File: config.mk
export PLATFORM = sky130hd
export DESIGN_NAME = lma_arbiter
export DESIGN_NICKNAME = d
export VERILOG_FILES = /design/src/inc/lma_pkg.sv /design/src/rtl/lma_arbiter.sv
export SDC_FILE = /design/constraint.sdc
export NUM_CORES = 1
export LEC_CHECK = 0
export BUFFER_PORTS_ARGS = -buffer_cell sky130_fd_sc_hd__buf_2
export CORE_ASPECT_RATIO = 0.7
export CORE_MARGIN = 1.5
export CORE_UTILIZATION = 43
export DETAILED_ROUTE_END_ITERATION = 8
export PLACE_DENSITY = 0.77
export RECOVER_POWER = 50
export SYNTH_ARGS = -nofsm -noshare
export SYNTH_HDL_FRONTEND = slang
export SYNTH_SLANG_ARGS = --single-unit
export TNS_END_PERCENT = 100
File: constraint.sdc
create_clock -name clock -period 1.4 [get_ports clock]
set_input_delay 0.21 -clock clock [delete_from_list [all_inputs] [get_ports clock]]
set_output_delay 0.21 -clock clock [all_outputs]
set_load 0.005 [all_outputs]
File: src/inc/lma_pkg.sv
// Package for the local memory arbiter and backplane cycle sequencer.
// Assumes a 10 MHz module clock shared by all requesters.
package lma_pkg;
    // ****************************************
    // Timing
    // ****************************************
    localparam int CLK_PERIOD_NS = 100;
    localparam int MEM_CYCLE_NS = 400;
    localparam int MEM_CYCLE_CLKS = (MEM_CYCLE_NS + CLK_PERIOD_NS - 1) / CLK_PERIOD_NS;
    localparam logic [2:0] MEM_CYCLE_LAST = 3'(MEM_CYCLE_CLKS - 1);
    localparam int REFRESH_INTERVAL_NS = 15000;
    localparam int REFRESH_CLKS = REFRESH_INTERVAL_NS / CLK_PERIOD_NS;
    localparam logic [7:0] REFRESH_LAST = 8'(REFRESH_CLKS - 1);

    // ****************************************
    // Encodings
    // ****************************************
    localparam logic [1:0] SRC_NONE = 2'h0;
    localparam logic [1:0] SRC_CPU = 2'h1;
    localparam logic [1:0] SRC_EXT = 2'h2;
    localparam logic [1:0] SRC_REF = 2'h3;

    localparam logic [1:0] SIZE_8 = 2'h0;
    localparam logic [1:0] SIZE_16 = 2'h1;
    localparam logic [1:0] SIZE_32 = 2'h2;

    localparam logic [2:0] CYC_NONE = 3'h0;
    localparam logic [2:0] CYC_BYTE_WRITE = 3'h1;
    localparam logic [2:0] CYC_WORD_READ = 3'h2;
    localparam logic [2:0] CYC_WORD_WRITE = 3'h3;
    localparam logic [2:0] CYC_BLOCK_READ = 3'h4;
    localparam logic [2:0] CYC_BLOCK_WRITE = 3'h5;

    localparam int ADDR_W = 22;

    typedef enum logic [2:0] {
        LMA_BUS_IDLE,
        LMA_BUS_REQ,
        LMA_BUS_OWN,
        LMA_BUS_CYC,
        LMA_BUS_WAIT
    } lma_bus_state_t;
endpackage

File: src/rtl/lma_arbiter.sv
// Local memory arbiter and backplane bus cycle sequencer.
// Assumes all inputs except the backplane grant/reply come from logic on clock.
// Functional notes
// RULE1 - Memory path and backplane ownership arbitrated separately
// RULE2 - CPU cycles continue until map translation done
// RULE3 - Idle memory decodes CPU address, else switches
// RULE4 - Idle grant order: CPU, external, refresh
// RULE5 - Completing grant order: external, refresh, CPU
// RULE6 - Every memory cycle lasts 400 ns
// RULE7 - CPU owns backplane before locked/map/bus access
// RULE8 - Arbiter module: CPU owns bus unless DMA granted
// RULE9 - Auxiliary module gains bus only via DMA grant
// RULE10 - Access size selects backplane cycle type
// RULE11 - Locked pair uses read then write cycles
// RULE12 - Non-block memory: two word cycles replace block
// RULE13 - Keep bus ownership across substituted word cycles
// RULE14 - Byte read uses word read, bit0 byte address
// RULE15 - Internal register accesses skip memory system
// RULE16 - Refresh requested periodically, held until done
`timescale 1ns/1ps
module lma_arbiter
(
    input wire logic clock,
    input wire logic resetn,
    input wire logic cpu_mem_req,
    input wire logic cpu_ipr_access,
    input wire logic [lma_pkg::ADDR_W-1:0] cpu_addr,
    input wire logic ext_mem_req,
    input wire logic map_done,
    input wire logic [lma_pkg::ADDR_W-1:0] map_addr,
    input wire logic [lma_pkg::ADDR_W-1:0] refresh_addr,
    input wire logic is_arbiter,
    input wire logic ext_dma_granted,
    input wire logic bus_dma_grant_in,
    input wire logic cpu_bus_req,
    input wire logic cpu_bus_write,
    input wire logic [1:0] cpu_bus_size,
    input wire logic cpu_bus_lock,
    input wire logic target_block_mode,
    input wire logic bus_cycle_done_in,
    output logic [1:0] mem_grant_r,
    output logic [lma_pkg::ADDR_W-1:0] mem_addr_r,
    output logic mem_busy_r,
    output logic refresh_req_r,
    output logic bus_own_r,
    output logic dma_req_r,
    output logic [2:0] bus_cycle_r,
    output logic bus_cycle_start_r,
    output logic bus_addr0_r,
    output logic cpu_bus_done_r
);
    // ****************************************
    // Input synchronisers for backplane pins
    // ****************************************
    logic grant_s1_r;
    logic grant_s2_r;
    logic done_s1_r;
    logic done_s2_r;

    // Two flops on asynchronous backplane inputs
    always_ff @(posedge clock)
    begin
        if (!resetn)
        begin
            grant_s1_r <= 1'b0;
            grant_s2_r <= 1'b0;
            done_s1_r <= 1'b0;
            done_s2_r <= 1'b0;
        end
        else
        begin
            grant_s1_r <= bus_dma_grant_in;
            grant_s2_r <= grant_s1_r;
            done_s1_r <= bus_cycle_done_in;
            done_s2_r <= done_s1_r;
        end
    end

    // ****************************************
    // Refresh request generator
    // ****************************************
    logic [7:0] ref_cnt_r;
    logic [2:0] cyc_cnt_r;
    logic mem_last;

    assign mem_last = mem_busy_r && (cyc_cnt_r == lma_pkg::MEM_CYCLE_LAST);

    // Periodic request held until its refresh cycle ends
    always_ff @(posedge clock)
    begin
        if (!resetn)
        begin
            ref_cnt_r <= 8'h00;
            refresh_req_r <= 1'b0;
        end
        else
        begin
            ref_cnt_r <= (ref_cnt_r == lma_pkg::REFRESH_LAST) ? 8'h00 : ref_cnt_r + 8'h01;
            if (ref_cnt_r == lma_pkg::REFRESH_LAST)
                refresh_req_r <= 1'b1; // RULE16
            else if (mem_last && mem_grant_r == lma_pkg::SRC_REF)
                refresh_req_r <= 1'b0; // RULE16
        end
    end

    // ****************************************
    // Local memory arbitration
    // ****************************************
    logic cpu_want;
    logic ext_want;
    logic [1:0] pick_idle;
    logic [1:0] pick_done;
    logic [1:0] pick;

    // Internal register accesses never reach memory; map must finish first
    assign cpu_want = cpu_mem_req && !cpu_ipr_access; // RULE15
    assign ext_want = ext_mem_req && map_done; // RULE2

    // Fixed priority between cycles
    always_comb
    begin
        if (cpu_want)
            pick_idle = lma_pkg::SRC_CPU; // RULE4
        else if (ext_want)
            pick_idle = lma_pkg::SRC_EXT;
        else if (refresh_req_r)
            pick_idle = lma_pkg::SRC_REF;
        else
            pick_idle = lma_pkg::SRC_NONE;
    end

    // Fixed priority while finishing a cycle
    always_comb
    begin
        if (ext_want)
            pick_done = lma_pkg::SRC_EXT; // RULE5
        else if (refresh_req_r && mem_grant_r != lma_pkg::SRC_REF)
            pick_done = lma_pkg::SRC_REF;
        else if (cpu_want && mem_grant_r != lma_pkg::SRC_CPU)
            pick_done = lma_pkg::SRC_CPU;
        else
            pick_done = lma_pkg::SRC_NONE;
    end

    assign pick = mem_busy_r ? pick_done : pick_idle;

    // Cycle timer and grant holder, one grant per 400 ns cycle
    always_ff @(posedge clock)
    begin
        if (!resetn)
        begin
            mem_busy_r <= 1'b0;
            cyc_cnt_r <= 3'h0;
            mem_grant_r <= lma_pkg::SRC_NONE;
        end
        else if (!mem_busy_r || mem_last)
        begin
            mem_busy_r <= (pick != lma_pkg::SRC_NONE); // RULE6
            cyc_cnt_r <= 3'h0;
            mem_grant_r <= pick;
        end
        else
        begin
            cyc_cnt_r <= cyc_cnt_r + 3'h1; // RULE6
        end
    end

    // Idle memory serves the processor first
    a_idle_priority: assert property (@(posedge clock) disable iff (!resetn) // RULE4
        (!mem_busy_r && cpu_want) |=> (mem_grant_r == lma_pkg::SRC_CPU))
        else $error("idle grant skipped the processor");

    // A finishing cycle hands over to the external master first
    a_done_priority: assert property (@(posedge clock) disable iff (!resetn) // RULE5
        (mem_last && ext_want) |=> (mem_grant_r == lma_pkg::SRC_EXT))
        else $error("finishing grant skipped the external master");

    // Each granted cycle stays busy for four clocks
    a_cycle_length: assert property (@(posedge clock) disable iff (!resetn) // RULE6
        (mem_busy_r && cyc_cnt_r == 3'h0) |-> mem_busy_r [*4])
        else $error("memory cycle ended early");

    // Internal register accesses never start a memory cycle
    a_ipr_no_memory: assert property (@(posedge clock) disable iff (!resetn) // RULE15
        (!mem_busy_r && cpu_mem_req && cpu_ipr_access && !ext_want && !refresh_req_r)
        |=> !mem_busy_r)
        else $error("register access occupied memory");

    // Address source: CPU lines while idle or for CPU grants, else refresh or map
    always_ff @(posedge clock)
    begin
        if (!resetn)
            mem_addr_r <= '0;
        else if (!mem_busy_r || mem_last)
        begin
            case (pick)
                lma_pkg::SRC_EXT: mem_addr_r <= map_addr; // RULE3
                lma_pkg::SRC_REF: mem_addr_r <= refresh_addr; // RULE3
                lma_pkg::SRC_CPU: mem_addr_r <= cpu_addr;
                default: mem_addr_r <= cpu_addr; // RULE3
            endcase
        end
    end

    // External grants take the translated map address
    a_ext_address: assert property (@(posedge clock) disable iff (!resetn) // RULE3
        ((!mem_busy_r || mem_last) && pick == lma_pkg::SRC_EXT) |=> (mem_addr_r == $past(map_addr)))
        else $error("external cycle missed map address");

    // ****************************************
    // Backplane ownership and cycle sequencing
    // ****************************************
    lma_pkg::lma_bus_state_t bus_state_r;
    logic second_r;
    logic lock_hold_r;
    logic in_seq;
    logic own_ok;
    logic seq_end;

    // Backplane cycle type from access size and direction
    function automatic logic [2:0] lma_cycle_kind(input logic write, input logic [1:0] size,
        input logic block);
        logic [2:0] kind;
        kind = lma_pkg::CYC_NONE;
        case (size)
            lma_pkg::SIZE_8: kind = write ? lma_pkg::CYC_BYTE_WRITE : lma_pkg::CYC_WORD_READ;
            lma_pkg::SIZE_16: kind = write ? lma_pkg::CYC_WORD_WRITE : lma_pkg::CYC_WORD_READ;
            lma_pkg::SIZE_32:
            begin
                if (block)
                    kind = write ? lma_pkg::CYC_BLOCK_WRITE : lma_pkg::CYC_BLOCK_READ;
                else
                    kind = write ? lma_pkg::CYC_WORD_WRITE : lma_pkg::CYC_WORD_READ; // RULE12
            end
            default: kind = lma_pkg::CYC_NONE;
        endcase
        return kind;
    endfunction

    // Ownership is kept through cycles and a pending locked pair
    assign in_seq = (bus_state_r == lma_pkg::LMA_BUS_CYC) ||
        (bus_state_r == lma_pkg::LMA_BUS_WAIT) || lock_hold_r; // RULE13
    // Backplane access decided apart from the memory grant
    assign own_ok = is_arbiter ? !ext_dma_granted : (grant_s2_r && dma_req_r); // RULE1
    // Last reply of a sequence
    assign seq_end = (bus_state_r == lma_pkg::LMA_BUS_WAIT) && done_s2_r && !second_r;

    // Ownership flag and DMA request of an auxiliary module
    always_ff @(posedge clock)
    begin
        if (!resetn)
        begin
            bus_own_r <= 1'b0;
            dma_req_r <= 1'b0;
        end
        else
        begin
            bus_own_r <= in_seq || own_ok; // RULE8
            dma_req_r <= !is_arbiter && (cpu_bus_req || bus_state_r != lma_pkg::LMA_BUS_IDLE ||
                lock_hold_r); // RULE9
        end
    end

    // Cycle sequencer: request, own, issue, wait for reply
    always_ff @(posedge clock)
    begin
        if (!resetn)
        begin
            bus_state_r <= lma_pkg::LMA_BUS_IDLE;
            bus_cycle_r <= lma_pkg::CYC_NONE;
            bus_cycle_start_r <= 1'b0;
            bus_addr0_r <= 1'b0;
            second_r <= 1'b0;
        end
        else
        begin
            bus_cycle_start_r <= 1'b0;
            case (bus_state_r)
                lma_pkg::LMA_BUS_IDLE:
                begin
                    if (cpu_bus_req)
                        bus_state_r <= lma_pkg::LMA_BUS_REQ;
                end
                lma_pkg::LMA_BUS_REQ:
                begin
                    if (own_ok) // RULE7
                    begin
                        bus_state_r <= lma_pkg::LMA_BUS_CYC;
                        bus_cycle_start_r <= 1'b1;
                        bus_cycle_r <= lma_cycle_kind(cpu_bus_write, cpu_bus_size,
                            target_block_mode); // RULE10
                        second_r <= (cpu_bus_size == lma_pkg::SIZE_32) && !target_block_mode;
                        bus_addr0_r <= (cpu_bus_size == lma_pkg::SIZE_8) ? cpu_addr[0] : 1'b0; // RULE14
                    end
                end
                lma_pkg::LMA_BUS_CYC: bus_state_r <= lma_pkg::LMA_BUS_WAIT;
                lma_pkg::LMA_BUS_WAIT:
                begin
                    if (done_s2_r && second_r)
                    begin
                        bus_state_r <= lma_pkg::LMA_BUS_CYC; // RULE12
                        bus_cycle_start_r <= 1'b1;
                        second_r <= 1'b0;
                    end
                    else if (done_s2_r)
                        bus_state_r <= lma_pkg::LMA_BUS_OWN;
                end
                lma_pkg::LMA_BUS_OWN:
                begin
                    if (!cpu_bus_req)
                        bus_state_r <= lma_pkg::LMA_BUS_IDLE;
                end
                default: bus_state_r <= lma_pkg::LMA_BUS_IDLE;
            endcase
        end
    end

    // Done stands until the processor drops its request
    always_ff @(posedge clock)
    begin
        if (!resetn)
            cpu_bus_done_r <= 1'b0;
        else
            cpu_bus_done_r <= seq_end || (bus_state_r == lma_pkg::LMA_BUS_OWN && cpu_bus_req);
    end

    // Locked read keeps the bus until the unlocking write
    always_ff @(posedge clock)
    begin
        if (!resetn)
            lock_hold_r <= 1'b0;
        else if (seq_end && cpu_bus_write)
            lock_hold_r <= 1'b0; // RULE11
        else if (seq_end && cpu_bus_lock)
            lock_hold_r <= 1'b1; // RULE11
    end

    // No backplane cycle without ownership
    a_cycle_owned: assert property (@(posedge clock) disable iff (!resetn) // RULE7
        bus_cycle_start_r |-> bus_own_r)
        else $error("backplane cycle without ownership");

    // Ownership held between substituted word cycles
    a_sub_keep_own: assert property (@(posedge clock) disable iff (!resetn) // RULE13
        (bus_state_r == lma_pkg::LMA_BUS_WAIT && second_r) |=> bus_own_r)
        else $error("ownership dropped between word cycles");

    // Arbiter module owns the bus unless DMA is granted
    a_arbiter_owns: assert property (@(posedge clock) disable iff (!resetn) // RULE8
        (is_arbiter && !ext_dma_granted) |=> bus_own_r)
        else $error("arbiter module lost the bus");
endmodule

Word-level counts from Yosys, hierarchy flattened --
Index checks and enable logic that the tools add are counted.
Cells by class: multiplexer cells 29, add/sub/neg operators 2, reductions and logical operators 40, equality and inequality tests 18, bitwise gates (word level) 1
Operator list (number):
- $pmux W22 S2 | 1
- $mux W3 | 6
- $logic_and A1 B1 Y1 | 15
- $pmux W3 S5 | 1
- $mux W2 | 7
- $mux W1 | 11
- $eq A3 B2 Y1 const B | 3
- $pmux W3 S3 | 1
- $add A8 B1 Y8 const B | 1
- $eq A2 B2 Y1 const B | 4
- $eq A8 B8 Y1 const B | 1
- $ne A2 B2 Y1 const B | 4
- $logic_or A1 B1 Y1 | 7
- $logic_not A1 Y1 | 6
- $reduce_bool A2 Y1 | 3
- $reduce_or A2 Y1 | 3
- $ne A2 B1 Y1 const B | 2
- $pmux W1 S2 | 2
- $reduce_and A4 Y1 | 1
- $add A3 B1 Y3 const B | 1
- $eq A3 B1 Y1 const B | 1
- $eq A3 B3 Y1 const B | 1
- $logic_not A3 Y1 | 1
- $ne A3 B2 Y1 const B | 1
- 6 further kinds | 6
Storage, ports and cells: logic and storage cells 109, input port bits 82, output and inout bits 34, flip-flop bits (word level) 54

Depth between registers and ports, before layout --
depth in word-level cells 9, gate-level depth with buffers 7, depth with buffers taken out 6

Least setup slack after synthesis --
OpenSTA, ideal clock, no wires.
path type reg2reg, from reg cyc_cnt_r[0], to reg mem_addr_r[0] (netlist name), clock period less this slack 1.435 ns, setup slack -0.035 ns, data required time 1.277 ns, cell stages (with the launch flop) 7, arrival 1.312 ns, path buffers 1, library setup time 0.123 ns, cell sequence dfxtp_1 > ha_1 > ha_1 > or2b_1 > clkbuf_1 > o21ai_0 > a21oi_2
On the way: longest elaborated chain between the ends 3
Ends and longest elaborated chain:
- start, declared | RTL line lma_arbiter.sv:83 | logic [2:0] cyc_cnt_r;
- start signal, assigned | RTL line lma_arbiter.sv:164 | cyc_cnt_r <= cyc_cnt_r + 3'h1;
- $eq A3 B2 Y1 | RTL line lma_arbiter.sv:86 | assign mem_last = mem_busy_r && (cyc_cnt_r == lma_pkg::MEM_CYCLE_LAST);
- $logic_and A1 B1 Y1 | RTL line lma_arbiter.sv:86
- $logic_or A1 B1 Y1 | RTL line lma_arbiter.sv:194 | else if (!mem_busy_r || mem_last)
- end signal, assigned | RTL line lma_arbiter.sv:197 | lma_pkg::SRC_EXT: mem_addr_r <= map_addr;
- end signal, assigned | RTL line lma_arbiter.sv:198 | lma_pkg::SRC_REF: mem_addr_r <= refresh_addr;
- end signal, assigned | RTL line lma_arbiter.sv:199 | lma_pkg::SRC_CPU: mem_addr_r <= cpu_addr;
- end, declared | RTL line lma_arbiter.sv:42 | output logic [lma_pkg::ADDR_W-1:0] mem_addr_r,
Every way passes these cells. A chain may end at the register's enable or synchronous reset.

Worst setup path in the final report --
from reg mem_busy_r, to reg mem_addr_r[1] (netlist name)
On the way: longest elaborated chain between the ends 3, elaborated cells on any way between the ends 7, those cells by class eq/ne: 2; mux: 2; reduce/logical: 3
Ends and longest elaborated chain:
- start, declared | RTL line lma_arbiter.sv:43 | output logic mem_busy_r,
- start signal, assigned | RTL line lma_arbiter.sv:158 | mem_busy_r <= (pick != lma_pkg::SRC_NONE);
- $mux W2 | RTL line lma_arbiter.sv:145 | assign pick = mem_busy_r ? pick_done : pick_idle;
- $eq A2 B2 Y1 | RTL line lma_arbiter.sv:196 | case (pick)
- $pmux W22 S2 | RTL line lma_arbiter.sv:196
Several ways; a longest one is shown, not always the timed one.

==> metrics <==
Clock Latency Late Sink=~0.3 ns; critical path's largest stage delay=between 0.3 and 0.4 ns; PnR worst setup slack=-0.134 ns; die area=6610 um2; Worst Setup Start Kind=flip-flop; FP Rows=23; fillers=about 450; num ports=roughly 120; Hold Path Stages=2; fin nets=505; worst min-delay path startpoint=is_arbiter; r2r endpoint=mem_addr_r[1]; Synth Net Count=approximately 360; status=complete, but fails checks; multi-input logic area=1680 um2; drt total wl=a little under 9000 um; antenna violations before repair=0; failing checks=negative setup slack; drt pass-1 iters=4; critical-path cell list=nor3b_4 -> a2111oi_4 -> bufbuf_16 -> a221oi_4 -> a21oi_2; worst r2r path cells=5; highest clock rate=around 650 MHz; worst path bufs/invs=1; critical path peak fanout=11; Worst Tran Pin Value=slightly below 0.9 ns; CP required=approximately 1.6 ns; n_diodes=0; layout cells sized above 1=46.9%; placed cells=475; Avg WL per Cell=~18 um; Die Ht=about 68 um; Seq/Total Area, Yosys=41.1%; # setup viols final=27; Tcrit/Tclk final=110%; largest net degree at the start of global routing=20; Fin Setup TNS=-2.14 ns; final hold viol count=0; vias in the first global route=about 2600; Core Area=5810 um2; Root Buffer=clkbuf_8; Reg area=around 1100 um2; clock buffer depth=2; crit path DAT=1.73 ns; Layout area overhead=52.0%; Die X=approximately 97 um; leakage power=approximately 1.7 nW; max-slew violations=0; peak supply drop=about 0.00054 V; CP top delay family=compound AO/OA/AOI/OAI gates; cts hold-fix bufs=0; gr ovfl total=0; Synth Instances=278; ANT nets after route=0; initial drt markers=between 100 and 150; DRC violations left=0; post-DP HPWL=5300 um; gr usage total=between 20% and 30%; pwr dens=940 nW/um2; CP endpoint kind=flip-flop; fin cells=495; Port Buffer Count=~120; worst reg2reg setup slack=-0.13 ns; Hold Crit Class=in -> reg; Vias=about 2700; clock slew at reported path FFs=~0.10 ns; Yosys reg bits=54; Max-slew headroom=a little over two fifths; Clock Skew=a little over 0.006 ns; Synthesis Warnings=0; RSZ-0062 raised after global routing=yes; Starting Density=45.3%; CTS Buf Count=5; Period minus WS final=approximately 1.5 ns; worst hold path endpoint=dma_req_r; Syn Area/Cell=roughly 9.5 um2; Crit-path slowest cell=dfxtp_4; CTS tree=done; count of cell types in the netlist=between 40 and 50; RePlAce Congestion=roughly 0.84; WS Path Type=reg -> reg; CTS H-Tree Depth=2; reg-to-reg startpoint=mem_busy_r; Post-Syn Area=between 2000 and 3000 um2; clk sinks=54; first-pass GRT wire length=about 13000 um; # Max-Cap Violations=0; vias per cell=approximately 5.5
-- layout make-up --
type / count / area share, %
Multi-Input combinational cell: 200 / 42.0
Sequential cell: 54 / 27.2
Timing Repair Buffer: 151 / 25.2
Tap cell: 75 / 2.34
Clock buffer: 7 / 1.91
Clock inverter: 1 / 0.750
Inverter: 7 / 0.656
-- placed cells by master, fill, tap and decap left out, types with 6 or more instances in the layout --
master    count
buf_2        96
buf_12        6
nand2_1      37
nand4_1       7
dfxtp_1      50
clkbuf_1     23
inv_1         7
a21oi_1      11
nor2_1       15
o21ai_1      24
a21oi_2      20
o21ai_0       7
buf_4        19
a221oi_4     17
-- cell usage after synthesis, drive strengths merged --
| library cell | number | share of area, % |
|---|---|---|
| nand4 | 7 | 1.7 |
| nand3b | 4 | 1.6 |
| nand2 | 39 | 5.6 |
| o22ai | 1 | 0.24 |
| or2b | 1 | 0.29 |
| nor3 | 4 | 0.76 |
| nor2 | 18 | 2.7 |
| buf | 9 | 2.9 |
| a211oi | 2 | 0.57 |
| xor2 | 5 | 1.7 |
| a221oi | 22 | 12 |
| a21oi | 31 | 8.7 |
| dfxtp | 54 | 41 |
| o21bai | 1 | 0.29 |
| nand3 | 3 | 0.57 |
| a41oi | 1 | 0.33 |
| nor2b | 2 | 0.48 |
| xnor2 | 1 | 0.33 |
| and3 | 3 | 0.71 |
| ha | 4 | 1.9 |
| mux2i | 2 | 0.76 |
| and2 | 6 | 1.4 |
| nor3b | 3 | 1.0 |
| a221o | 1 | 0.38 |
| a2111oi | 2 | 2.1 |
| clkbuf | 8 | 1.3 |
| o21a | 2 | 0.57 |
| nand2b | 2 | 0.48 |
| a211o | 2 | 0.71 |
| inv | 7 | 1.0 |
| o21ai | 31 | 5.9 |
-- flip-flops by register name, indices dropped and copies added (netlist names) --
signal,flops
second_r,1
bus_cycle_r,3
cpu_bus_done_r,1
cyc_cnt_r,3
grant_s2_r,1
bus_cycle_start_r,1
done_s2_r,1
bus_state_r,3
bus_addr0_r,1
grant_s1_r,1
done_s1_r,1
refresh_req_r,1
dma_req_r,1
mem_addr_r,22
mem_grant_r,2
mem_busy_r,1
ref_cnt_r,8
bus_own_r,1
lock_hold_r,1
-- what timing repair did --
item | 4_1_cts | 5_1_grt
buffers inserted | 7 | 1
pin swaps | 7 | 5
endpoints found under the setup margin | 25 | 28
cloned | 4 | 1
resized for setup | 29 | 15
-- worst max-delay path by stage --
stage | startpoint | endpoint | slack (ns) | cells after the start
floorplan | cyc_cnt_r[0] | mem_addr_r[0] | 0.004 | 6
finish | mem_busy_r | mem_addr_r[1] | -0.13 | 5
global route | mem_busy_r | mem_addr_r[16] | -0.19 | 6
global placement | cyc_cnt_r[0] | mem_addr_r[11] | -0.02 | 6
detailed placement | cyc_cnt_r[0] | mem_addr_r[17] | -0.08 | 7
CTS | mem_busy_r | mem_addr_r[4] | -0.07 | 6
-- power breakdown --
group	switching, mW	internal (mW)
Combinational	0.501	0.520
Sequential	0.0653	1.64
Clock	0.498	0.536
Total	1.06	2.70
-- metrics by stage --
stage / hold slack (ns) / power (mW) / cell area (um2) / util [%] / setup slack [ns]
final: 0.105 / 3.76 / 4000 / 68.9 / -0.134
after global routing: 0.0896 / 3.93 / 4000 / 68.9 / -0.189
after CTS: 0.0958 / 3.72 / 3890 / 67.0 / -0.0701
after detailed placement: 0.423 / 2.51 / 3450 / 59.3 / -0.0776
after global placement: 0.407 / 2.49 / 3450 / 59.3 / -0.0197
after floorplan: 0.288 / 2.15 / 2650 / - / 0.00425
-- cell families (layout without fill, tap and decap cells) --
| kind of cell | after synthesis | after routing | share of synthesized area (%) |
|---|---|---|---|
| compound gates | 96 | 96 | 31.9 |
| xor+xnor | 6 | 6 | 2.00 |
| fa+ha+maj | 4 | 4 | 1.90 |
| buf+inv | 24 | 166 | 5.13 |
| flops | 54 | 54 | 41.1 |
| mux | 2 | 2 | 0.760 |
| simple gates | 92 | 92 | 17.3 |
-- layer usage --
| layer | up-vias | share of wire [%] | global-route usage [%] |
|---|---|---|---|
| met5 | - | 0 | 0 |
| met3 | 20 | 7.4 | 4.56 |
| met4 | 0 | 2.2 | 11.8 |
| met2 | 130 | 49 | 44.8 |
| li1 | 1298 | - | - |
| met1 | 1256 | 42 | 31.4 |
(Power assumes the default switching activity.)
